--- src/core/dma_pkg.sv ---
// Shared constants and types of the DMA global control and status block
package dma_pkg;
  localparam int NCH = 4;
  localparam int EVW = 8;
  // ****************************************
  // Register byte offsets
  // ****************************************
  localparam logic [7:0] A_CTRL  = 8'h00;
  localparam logic [7:0] A_STAT  = 8'h04;
  localparam logic [7:0] A_LADDR = 8'h08;
  localparam logic [7:0] A_FLAG  = 8'h0c;
  localparam logic [7:0] A_MASK  = 8'h10;
  localparam logic [7:0] A_CRCC  = 8'h14;
  localparam logic [7:0] A_CRCV  = 8'h18;
  localparam logic [7:0] A_PATV  = 8'h1c;
  localparam logic [1:0] CH_AREA = 2'h1;
  localparam logic [1:0] C_CTL   = 2'h0;
  localparam logic [1:0] C_SRC   = 2'h1;
  localparam logic [1:0] C_DST   = 2'h2;
  localparam logic [1:0] C_LEN   = 2'h3;
  // ****************************************
  // Field positions
  // ****************************************
  localparam int ON_B    = 15;
  localparam int SUSP_B  = 12;
  localparam int BUSY_B  = 11;
  localparam int DIR_B   = 3;
  localparam int CE_B    = 0;
  localparam int AUTO_B  = 1;
  localparam int CHAIN_B = 2;
  localparam int PAT_B   = 3;
  localparam int FORCE_B = 4;
  localparam int SIRQ_B  = 5;
  localparam int AIRQ_B  = 6;
  localparam int SSEL_L  = 8;
  localparam int ASEL_L  = 16;
  localparam int CRCEN_B = 7;
  localparam int POLY_L  = 16;
  localparam int EV_DONE = 0;
  localparam int EV_SHALF = 1;
  localparam int EV_SEMPT = 2;
  localparam int EV_DHALF = 3;
  localparam int EV_DFULL = 4;
  localparam int EV_ABORT = 5;
  localparam int EV_AERR = 6;
  localparam logic [31:0] RST_WORD = 32'h0;
  // ****************************************
  // Types
  // ****************************************
  typedef enum logic [1:0] {S_IDLE, S_RD, S_WR} state_t;
  typedef struct packed {
    logic        req;
    logic        we;
    logic [31:0] addr;
    logic [31:0] wdata;
    logic [3:0]  be;
  } mem_req_t;
  typedef struct packed {
    logic [31:0] rdata;
    logic        ack;
    logic        err;
  } mem_rsp_t;
endpackage

--- src/core/dma_global_control_status.sv ---
// Four-channel bus-master DMA with global control, status and debug registers
// Functional notes
// - Control bit 15 enables whole module
// - Suspend bit 12 holds off new transfers
// - Busy bit 11 shows module activity
// - Status bit 3 gives last access direction
// - Status bits 2-0 give last channel
// - Unimplemented control and status bits read zero
// - Four channels with incrementing address pointers
// - Fixed priority arbitration, channel 0 highest
// - Start by software force or interrupt
// - One-shot, auto-repeat and channel chaining
// - Selected interrupt aborts a channel transfer
// - Pattern match ends the block
// - Per-channel status events raised
// - Byte granular transfers, any alignment
// - One CRC generator attachable to any channel
// - Debug register holds last access address
//
// Added by the designer: the APB register port and the address map.
module dma_global_control_status
(
  input  wire logic              mclk_in,
  input  wire logic              rst_b_in,
  input  wire logic              psel_in,
  input  wire logic              penable_in,
  input  wire logic              pwrite_in,
  input  wire logic [31:0]       paddr_in,
  input  wire logic [31:0]       pwdata_in,
  output logic [31:0]            prdata_out,
  output logic                   pready_out,
  output logic                   pslverr_out,
  input  wire logic [31:0]       irq_src_in,
  output dma_pkg::mem_req_t      mem_out,
  input  wire dma_pkg::mem_rsp_t mem_in,
  output logic                   irq_out
);
  // ****************************************
  // Helpers
  // ****************************************
  function automatic logic [7:0] pick(input logic [31:0] d, input logic [1:0] a);
    pick = d[{a, 3'b000} +: 8];
  endfunction

  function automatic logic [3:0] lane(input logic [1:0] a);
    lane = 4'h1 << a;
  endfunction

  function automatic logic [1:0] first_req(input logic [3:0] r);
    first_req = 2'h0;
    for (int k = 3; k >= 0; k--)
      if (r[k])
        first_req = 2'(k);
  endfunction

  function automatic logic [15:0] crc_step(input logic [15:0] c, input logic [7:0] d,
                                           input logic [15:0] p);
    logic [15:0] x;
    x = c ^ {d, 8'h00};
    for (int k = 0; k < 8; k++)
      x = x[15] ? ((x << 1) ^ p) : (x << 1);
    crc_step = x;
  endfunction

  // ****************************************
  // State
  // ****************************************
  logic                   pready_r;
  logic                   pslverr_r;
  logic [31:0]            prdata_r;
  logic [31:0]            rdata_nxt;
  logic                   bad_nxt;
  logic                   on_r;
  logic                   susp_r;
  logic [31:0]            flag_r;
  logic [31:0]            flag_nxt;
  logic [31:0]            mask_r;
  logic [31:0]            crcc_r;
  logic [15:0]            crc_r;
  logic [7:0]             pat_r;
  logic                   dir_r;
  logic [2:0]             lch_r;
  logic [31:0]            laddr_r;
  logic                   irq_r;
  logic [31:0]            cctl_r [dma_pkg::NCH];
  logic [31:0]            src_r  [dma_pkg::NCH];
  logic [31:0]            dst_r  [dma_pkg::NCH];
  logic [15:0]            len_r  [dma_pkg::NCH];
  logic [15:0]            cnt_r  [dma_pkg::NCH];
  logic [3:0]             arm_r;
  dma_pkg::state_t        state_r;
  logic [1:0]             cur_r;
  logic [7:0]             byte_r;
  dma_pkg::mem_req_t      mem_r;
  logic [31:0]            ev;
  logic [3:0]             ready;
  logic [3:0]             abort_hit;
  logic [3:0]             done_ch;
  logic                   busy;
  logic                   grant;
  logic                   rd_ack;
  logic                   wr_fin;
  logic                   err_hit;
  logic                   last;
  logic [15:0]            ncnt;
  logic                   wr_acc;
  logic                   rd_acc;
  logic [7:0]             a8;
  logic                   ch_sel;
  logic [1:0]             ch_idx;
  logic [1:0]             ch_reg;

  assign a8     = paddr_in[7:0];
  assign ch_sel = (a8[7:6] == dma_pkg::CH_AREA);
  assign ch_idx = a8[5:4];
  assign ch_reg = a8[3:2];
  assign wr_acc = psel_in & penable_in & pready_r & pwrite_in & ~pslverr_r;
  assign rd_acc = psel_in & penable_in & ~pready_r & ~pwrite_in;

  // ****************************************
  // APB slave
  // ****************************************
  always_comb
  begin
    rdata_nxt = dma_pkg::RST_WORD;
    bad_nxt   = 1'b0;
    if (ch_sel)
      unique case (ch_reg)
        dma_pkg::C_CTL: rdata_nxt = cctl_r[ch_idx] & ~(32'h1 << dma_pkg::FORCE_B);
        dma_pkg::C_SRC: rdata_nxt = src_r[ch_idx];
        dma_pkg::C_DST: rdata_nxt = dst_r[ch_idx];
        dma_pkg::C_LEN: rdata_nxt = {cnt_r[ch_idx], len_r[ch_idx]};
      endcase
    else
      case (a8)
        dma_pkg::A_CTRL:
        begin
          rdata_nxt[dma_pkg::ON_B]   = on_r;
          rdata_nxt[dma_pkg::SUSP_B] = susp_r;
          rdata_nxt[dma_pkg::BUSY_B] = busy;
        end
        dma_pkg::A_STAT:  rdata_nxt[3:0] = {dir_r, lch_r};
        dma_pkg::A_LADDR: rdata_nxt = laddr_r;
        dma_pkg::A_FLAG:  rdata_nxt = flag_r;
        dma_pkg::A_MASK:  rdata_nxt = mask_r;
        dma_pkg::A_CRCC:  rdata_nxt = crcc_r;
        dma_pkg::A_CRCV:  rdata_nxt[15:0] = crc_r;
        dma_pkg::A_PATV:  rdata_nxt[7:0] = pat_r;
        default:          bad_nxt = 1'b1;
      endcase
  end

  // One wait state; the answer flops keep the bus outputs glitch free
  always_ff @(posedge mclk_in or negedge rst_b_in)
    if (!rst_b_in)
    begin
      pready_r  <= 1'b0;
      pslverr_r <= 1'b0;
      prdata_r  <= dma_pkg::RST_WORD;
    end
    else
    begin
      pready_r  <= psel_in & penable_in & ~pready_r;
      pslverr_r <= psel_in & penable_in & ~pready_r & bad_nxt;
      if (rd_acc)
        prdata_r <= rdata_nxt;
    end

  // ****************************************
  // Global control
  // ****************************************
  // module enable and suspend
  always_ff @(posedge mclk_in or negedge rst_b_in)
    if (!rst_b_in)
    begin
      on_r   <= 1'b0;
      susp_r <= 1'b0;
      mask_r <= dma_pkg::RST_WORD;
      crcc_r <= dma_pkg::RST_WORD;
      pat_r  <= 8'h00;
    end
    else if (wr_acc && !ch_sel)
      case (a8)
        dma_pkg::A_CTRL:
        begin
          on_r   <= pwdata_in[dma_pkg::ON_B];
          susp_r <= pwdata_in[dma_pkg::SUSP_B];
        end
        dma_pkg::A_MASK: mask_r <= pwdata_in;
        dma_pkg::A_CRCC: crcc_r <= pwdata_in;
        dma_pkg::A_PATV: pat_r <= pwdata_in[7:0];
        default: ;
      endcase

  // busy while enabled or an access is in flight
  // busy drops only once the last access is done
  assign busy = on_r | (state_r != dma_pkg::S_IDLE);

  // ****************************************
  // Transfer engine
  // ****************************************
  always_comb
  begin
    for (int i = 0; i < dma_pkg::NCH; i++)
    begin
      ready[i]     = cctl_r[i][dma_pkg::CE_B] & arm_r[i];
      abort_hit[i] = cctl_r[i][dma_pkg::AIRQ_B] & arm_r[i]
                     & irq_src_in[cctl_r[i][dma_pkg::ASEL_L +: 5]];
    end
  end

  // no grant while disabled; none while suspended
  assign grant   = (state_r == dma_pkg::S_IDLE) & on_r & ~susp_r & (|ready);
  assign rd_ack  = (state_r == dma_pkg::S_RD) & mem_in.ack & ~mem_in.err;
  assign wr_fin  = (state_r == dma_pkg::S_WR) & mem_in.ack & ~mem_in.err;
  assign err_hit = (state_r != dma_pkg::S_IDLE) & mem_in.ack & mem_in.err;
  assign ncnt    = cnt_r[cur_r] + 16'h0001;
  assign last    = (ncnt == len_r[cur_r])
                   | (cctl_r[cur_r][dma_pkg::PAT_B] & (byte_r == pat_r));
  assign done_ch = (wr_fin & last & ~abort_hit[cur_r]) ? (4'h1 << cur_r) : 4'h0;

  // fixed priority grant; one byte per access, lane from address
  always_ff @(posedge mclk_in or negedge rst_b_in)
    if (!rst_b_in)
    begin
      state_r <= dma_pkg::S_IDLE;
      cur_r   <= 2'h0;
      byte_r  <= 8'h00;
      mem_r   <= '0;
    end
    else
      unique case (state_r)
        dma_pkg::S_IDLE:
          if (grant)
          begin
            cur_r      <= first_req(ready);
            mem_r.req  <= 1'b1;
            mem_r.we   <= 1'b0;
            mem_r.addr <= src_r[first_req(ready)] + {16'h0, cnt_r[first_req(ready)]};
            mem_r.be   <= lane(2'(src_r[first_req(ready)] + {16'h0, cnt_r[first_req(ready)]}));
            state_r    <= dma_pkg::S_RD;
          end
        dma_pkg::S_RD:
          if (err_hit)
          begin
            mem_r.req <= 1'b0;
            state_r   <= dma_pkg::S_IDLE;
          end
          else if (rd_ack)
          begin
            byte_r      <= pick(mem_in.rdata, mem_r.addr[1:0]);
            mem_r.we    <= 1'b1;
            mem_r.addr  <= dst_r[cur_r] + {16'h0, cnt_r[cur_r]};
            mem_r.be    <= lane(2'(dst_r[cur_r] + {16'h0, cnt_r[cur_r]}));
            mem_r.wdata <= {4{pick(mem_in.rdata, mem_r.addr[1:0])}};
            state_r     <= dma_pkg::S_WR;
          end
        dma_pkg::S_WR:
          if (mem_in.ack)
          begin
            mem_r.req <= 1'b0;
            state_r   <= dma_pkg::S_IDLE;
          end
        default: state_r <= dma_pkg::S_IDLE;
      endcase

  // ****************************************
  // Channel registers
  // ****************************************
  // four channels, auto-incrementing offset into source and destination
  always_ff @(posedge mclk_in or negedge rst_b_in)
    if (!rst_b_in)
    begin
      arm_r <= 4'h0;
      for (int i = 0; i < dma_pkg::NCH; i++)
      begin
        cctl_r[i] <= dma_pkg::RST_WORD;
        src_r[i]  <= dma_pkg::RST_WORD;
        dst_r[i]  <= dma_pkg::RST_WORD;
        len_r[i]  <= 16'h0000;
        cnt_r[i]  <= 16'h0000;
      end
    end
    else
      for (int i = 0; i < dma_pkg::NCH; i++)
      begin
        if (wr_acc && ch_sel && ch_idx == 2'(i))
          unique case (ch_reg)
            dma_pkg::C_CTL:
            begin
              cctl_r[i] <= pwdata_in;
              if (pwdata_in[dma_pkg::FORCE_B])
                arm_r[i] <= 1'b1;
            end
            dma_pkg::C_SRC: src_r[i] <= pwdata_in;
            dma_pkg::C_DST: dst_r[i] <= pwdata_in;
            dma_pkg::C_LEN:
            begin
              len_r[i] <= pwdata_in[15:0];
              cnt_r[i] <= 16'h0000;
            end
          endcase
        if (cctl_r[i][dma_pkg::SIRQ_B] && irq_src_in[cctl_r[i][dma_pkg::SSEL_L +: 5]])
          arm_r[i] <= 1'b1;
        // chained start after the lower channel's block
        if (i > 0 && cctl_r[i][dma_pkg::CHAIN_B] && done_ch[(i + 3) % 4])
          arm_r[i] <= 1'b1;
        if (wr_fin && cur_r == 2'(i))
        begin
          cnt_r[i] <= last ? 16'h0000 : ncnt;
          if (last && !cctl_r[i][dma_pkg::AUTO_B])
          begin
            arm_r[i]                <= 1'b0;
            cctl_r[i][dma_pkg::CE_B] <= 1'b0;
          end
        end
        if (abort_hit[i] || (err_hit && cur_r == 2'(i)))
        begin
          arm_r[i] <= 1'b0;
          cnt_r[i] <= 16'h0000;
        end
      end

  // ****************************************
  // Debug status
  // ****************************************
  // direction, channel and address move together
  always_ff @(posedge mclk_in or negedge rst_b_in)
    if (!rst_b_in)
    begin
      dir_r   <= 1'b0;
      lch_r   <= 3'h0;
      laddr_r <= dma_pkg::RST_WORD;
    end
    else if (mem_r.req && mem_in.ack)
    begin
      dir_r   <= ~mem_r.we;
      lch_r   <= {1'b0, cur_r};
      laddr_r <= mem_r.addr;
    end

  // ****************************************
  // CRC
  // ****************************************
  // runs over source bytes of the attached channel
  always_ff @(posedge mclk_in or negedge rst_b_in)
    if (!rst_b_in)
      crc_r <= 16'h0000;
    else if (wr_acc && !ch_sel && a8 == dma_pkg::A_CRCV)
      crc_r <= pwdata_in[15:0];
    else if (rd_ack && crcc_r[dma_pkg::CRCEN_B] && crcc_r[2:0] == {1'b0, cur_r})
      crc_r <= crc_step(crc_r, pick(mem_in.rdata, mem_r.addr[1:0]),
                        crcc_r[dma_pkg::POLY_L +: 16]);

  // ****************************************
  // Events and interrupt
  // ****************************************
  // per-channel event byte
  always_comb
  begin
    ev = 32'h0;
    for (int i = 0; i < dma_pkg::NCH; i++)
    begin
      if (cur_r == 2'(i))
      begin
        ev[i * dma_pkg::EVW + dma_pkg::EV_DONE]  = done_ch[i];
        ev[i * dma_pkg::EVW + dma_pkg::EV_SHALF] = rd_ack & (ncnt == (len_r[i] >> 1));
        ev[i * dma_pkg::EVW + dma_pkg::EV_SEMPT] = rd_ack & (ncnt == len_r[i]);
        ev[i * dma_pkg::EVW + dma_pkg::EV_DHALF] = wr_fin & (ncnt == (len_r[i] >> 1));
        ev[i * dma_pkg::EVW + dma_pkg::EV_DFULL] = wr_fin & (ncnt == len_r[i]);
        ev[i * dma_pkg::EVW + dma_pkg::EV_AERR]  = err_hit;
      end
      ev[i * dma_pkg::EVW + dma_pkg::EV_ABORT] = abort_hit[i];
    end
  end

  // A set arriving with its write-one clear is kept
  assign flag_nxt = (flag_r & ~((wr_acc && !ch_sel && a8 == dma_pkg::A_FLAG) ? pwdata_in
                                                                             : 32'h0)) | ev;

  always_ff @(posedge mclk_in or negedge rst_b_in)
    if (!rst_b_in)
    begin
      flag_r <= dma_pkg::RST_WORD;
      irq_r  <= 1'b0;
    end
    else
    begin
      flag_r <= flag_nxt;
      irq_r  <= |(flag_nxt & mask_r);
    end

  assign prdata_out  = prdata_r;
  assign pready_out  = pready_r;
  assign pslverr_out = pslverr_r;
  assign mem_out     = mem_r;
  assign irq_out     = irq_r;
endmodule

--- config.mk ---
export PLATFORM = sky130hd
export DESIGN_NAME = dma_global_control_status
export DESIGN_NICKNAME = d
export VERILOG_FILES = /design/src/core/dma_pkg.sv /design/src/core/dma_global_control_status.sv
export SDC_FILE = /design/constraint.sdc
export NUM_CORES = 2
export LEC_CHECK = 0
export ABC_AREA = 1
export BUFFER_PORTS_ARGS = -buffer_cell sky130_fd_sc_hd__buf_2
export CAP_MARGIN = 20
export CORE_ASPECT_RATIO = 0.75
export CORE_MARGIN = 1.5
export CORE_UTILIZATION = 40
export DETAILED_ROUTE_END_ITERATION = 7
export RECOVER_POWER = 100
export SLEW_MARGIN = 20
export SYNTH_ARGS = -nofsm -noshare
export SYNTH_HDL_FRONTEND = slang
export SYNTH_SLANG_ARGS = --single-unit
--- constraint.sdc ---
create_clock -name mclk_in -period 10.1 [get_ports mclk_in]
set_clock_uncertainty 0.1 [all_clocks]
set_input_delay 2.02 -clock mclk_in [delete_from_list [all_inputs] [get_ports mclk_in]]
set_output_delay 2.02 -clock mclk_in [all_outputs]
set_load 0.05 [all_outputs]
==> results by group <==
Floorplanning
  • Boundary pin count: 240
  • Core Area: 112000 µm²
  • Initial Util: 0.403
  • # rows: 106
  • DIE AREA: 115000 µm²
  • Die X: 390 µm
  • Die Height: 293 µm

STA
  • RSZ-0062 raised after global routing: false
  • FMAX: 121 MHz
  • Final Hold Viols: 0
  • Min Tclk post-route: 8.25 ns
  • Endpoints failing setup: 0
  • Slew Limit Fails: 1370
  • Final Cycle Share: 0.817
  • Slew headroom: -2.69
  • Slew @ Worst Pin: 5.54 ns
  • Worst Hold Margin: 0.368 ns
  • PnR worst setup slack: 1.85 ns
  • TNS Setup: 0 ns

Layout
  • Fillers: 11438
  • Fin nets: 6296
  • Layout cells sized above 1: 0.0660
  • Syn-to-layout area delta: 9.99%
  • Final Util: 0.444

Place
  • Routability cong.: 1.00
  • Hpwl dp: 139000 µm
  • Port Buffers: 215
  • Setup WS pre-CTS: 3.13 ns

Logic synthesis
  • Post-synth top flop: dfrtp_1
  • Ys Warns: 0
  • Synth unique cells: 67
  • Mapped Cells: 6141
  • #FFs+latches synth: 754
  • Mapped cell area: 45000 µm²
  • Syn avg cell area: 7.33 µm²
  • Number of enable flip-flop cells after synthesis: 0
  • Sequential share of the synthesized area: 0.419
  • Async set or reset register ratio after synthesis: 1.00
  • Syn Nets: 6315

Critical path
  • R2R Setup Slk: 1.95 ns
  • Setup CP Type: primary input to flip-flop
  • CP max FO: 48
  • Critical Path AT: 8.70 ns
  • CP required: 10.55 ns
  • Worst-case reg-to-reg path depth: 20
  • Reg2reg start: cur_r[0]
  • Reg2reg end: cnt_r[7]
  • CP endpoint kind: flip-flop
  • Startpoint Class: primary input

Drt
  • Final wirelength: 203000 µm
  • Vias: 46466
  • Vias per inst: 6.04
  • Routed wire per std cell: 26.4 µm
  • Drc violations: 0
  • Drt first pass iters: 7
  • DR iter-0 viols: 6748
  • DRT antenna net count: 0

Outcome
  • Outcome: finished, violations left
  • Violated checks: capacitance limit, slew limit

Clock tree
  • Post-CTS Setup Repair Bufs: 0
  • Clock tree buffer depth: 3
  • Clock net sink count: 754
  • CTS H-tree depth: 3
  • Post-CTS Hold Buffers: 0
  • Worst-skew pair later-pin latency: 0.70 ns
  • Post-CTS Resized: 0
  • CTS clk-pin slew, worst paths: 0.06 ns
  • Clock root buffer: clkbuf_16
  • TritonCTS buffer count: 82
  • CTS tree: built

Global route
  • Number of global-route vias before repair: 41445
  • Antenna violations before repair: 10
  • Largest net degree at the start of global routing: 169
  • Congestion Overflow GR: 0
  • Tot GR Track Use: 0.347
  • Global-route wire length before repair: 292000 µm

Flow run
  • Max-cap viol count: 32

Min path
  • Hold path cells: 2
  • Hold path endpoint: mem_out[2]
  • Hold crit path type: flip-flop to flip-flop
  • Hold path startpoint: mem_out[2]

Power and ir drop
  • Leak: 21.8 nW
  • Maximum VDD drop: 0.226 mV
  • Total power: 9.25 mW
  • Cell Pwr Density: 187 nW/µm²
cells in the final DEF (no fill, tap or decap), types with 37 or more instances in the layout:
cell / instances
buf_4: 76
a21oi_1: 182
o22ai_1: 256
xnor2_1: 40
nand3_1: 249
o21ai_0: 940
nand2_1: 1530
nor2_1: 485
inv_1: 531
a221oi_1: 55
clkbuf_1: 143
nand4_1: 57
a31oi_1: 65
buf_2: 105
ha_1: 37
o221ai_1: 63
clkbuf_16: 84
a22oi_1: 94
xor2_1: 93
dfrtp_1: 754
per-stage QoR:
stage | instance area (µm²) | cells
6_report | 49500 | 7696
5_1_grt | 49500 | 7693
4_1_cts | 49900 | 7692
3_5_place_dp | 47200 | 7550
3_3_place_gp | 47200 | 7550
2_1_floorplan | 45000 | 6141
per-layer routing:
| layer | global-route usage | part of all wire | vias to the layer above |
|---|---|---|---|
| li1 | - | - | 20696 |
| met1 | 0.502 | 0.42 | 22290 |
| met2 | 0.476 | 0.40 | 3001 |
| met3 | 0.108 | 0.14 | 469 |
| met4 | 0.140 | 0.047 | 10 |
| met5 | 0 | 0.00033 | - |
cells by family after synthesis:
| group | Yosys count | share of synthesized area |
|---|---|---|
| AOI/OAI and AO/OA | 1790 | 0.233 |
| xor gates and xnor gates | 133 | 0.0263 |
| adders and majority gates | 39 | 0.0112 |
| buffers and inverters | 987 | 0.0868 |
| DFF | 754 | 0.419 |
| muxes | 14 | 0.00345 |
| and+or+nand+nor | 2424 | 0.220 |
layout make-up:
class | instances | area [µm²] | area share
clock inverter | 31 | 302 | 0.00609
clock buffer | 111 | 2390 | 0.0484
antenna | 4 | 10.0 | 0.000202
inverter | 562 | 2120 | 0.0428
multi-input combinational | 4400 | 22200 | 0.449
timing repair buffer | 322 | 1700 | 0.0343
tap | 1512 | 1890 | 0.0382
sequential | 754 | 18900 | 0.381
report_power, final:
part	internal, mW	switching, mW	total, mW	leakage, nW
clock network	1.76	1.37	3.13	1.32
logic	0.568	2.03	2.60	10.8
registers	3.25	0.267	3.52	9.71
total	5.58	3.67	9.25	21.8
critical path: stages:
cell and delay (ns):
clkbuf_1 0.62, inv_1 0.37, nor2_1 0.24, inv_1 0.06
clkbuf_1 0.57, nor2_1 0.60, nand2_1 0.38, clkinv_1 0.10
clkbuf_1 1.37, nand2_1 0.73, clkbuf_1 1.03, o21ai_0 0.50
worst max path at each step:
stage                      from  depth (start not counted)  slack, ns     endpoint
floorplan              arm_r[3]                         30       4.90  mem_out[64]
global placement    paddr_in[5]                         19       3.22      irq_out
detailed placement  paddr_in[5]                         19       3.13      irq_out
CTS                    cur_r[0]                         26       3.33  mem_out[60]
global route         mem_in[33]                         26       1.39    crc_r[10]
finish              paddr_in[2]                         12       1.85   crcc_r[23]
sequential cells by signal (all words and copies together), names as in the netlist, 2 cells and up:
signal,flops
dst_r,128
src_r,128
cctl_r,124
cnt_r,64
len_r,64
mem_out,39
crcc_r,32
flag_r,32
laddr_r,32
mask_r,32
prdata_out,32
crc_r,16
pat_r,8
byte_r,7
arm_r,4
cur_r,2
lch_r,2
state_r,2
Yosys cell counts (14+ instances only):
library cell     n  area [µm²]
nor3_1          23         115
inv_1          531        1990
nand4_1         57         357
a22oi_1         94         706
nand2_1       1518        5700
ha_1            37         463
nand3_1        248        1240
nor2_1         491        1840
clkbuf_1       321        1200
buf_2           25         125
a41oi_1         26         228
a221oi_1        55         482
dfrtp_1        754       18900
buf_1           33         124
inv_2           17        63.8
xor2_1          92         806
o211ai_1        14         105
nand2_2         26         163
a31oi_1         65         407
o221ai_1        63         552
or2_2           14        87.6
a21oi_1        183         916
o21ai_0        944        4720
o22ai_1        256        1600
xnor2_1         40         350
o2111ai_1       27         236
buf_4           37         278
Note: power is estimated with default switching activity, not from simulation.
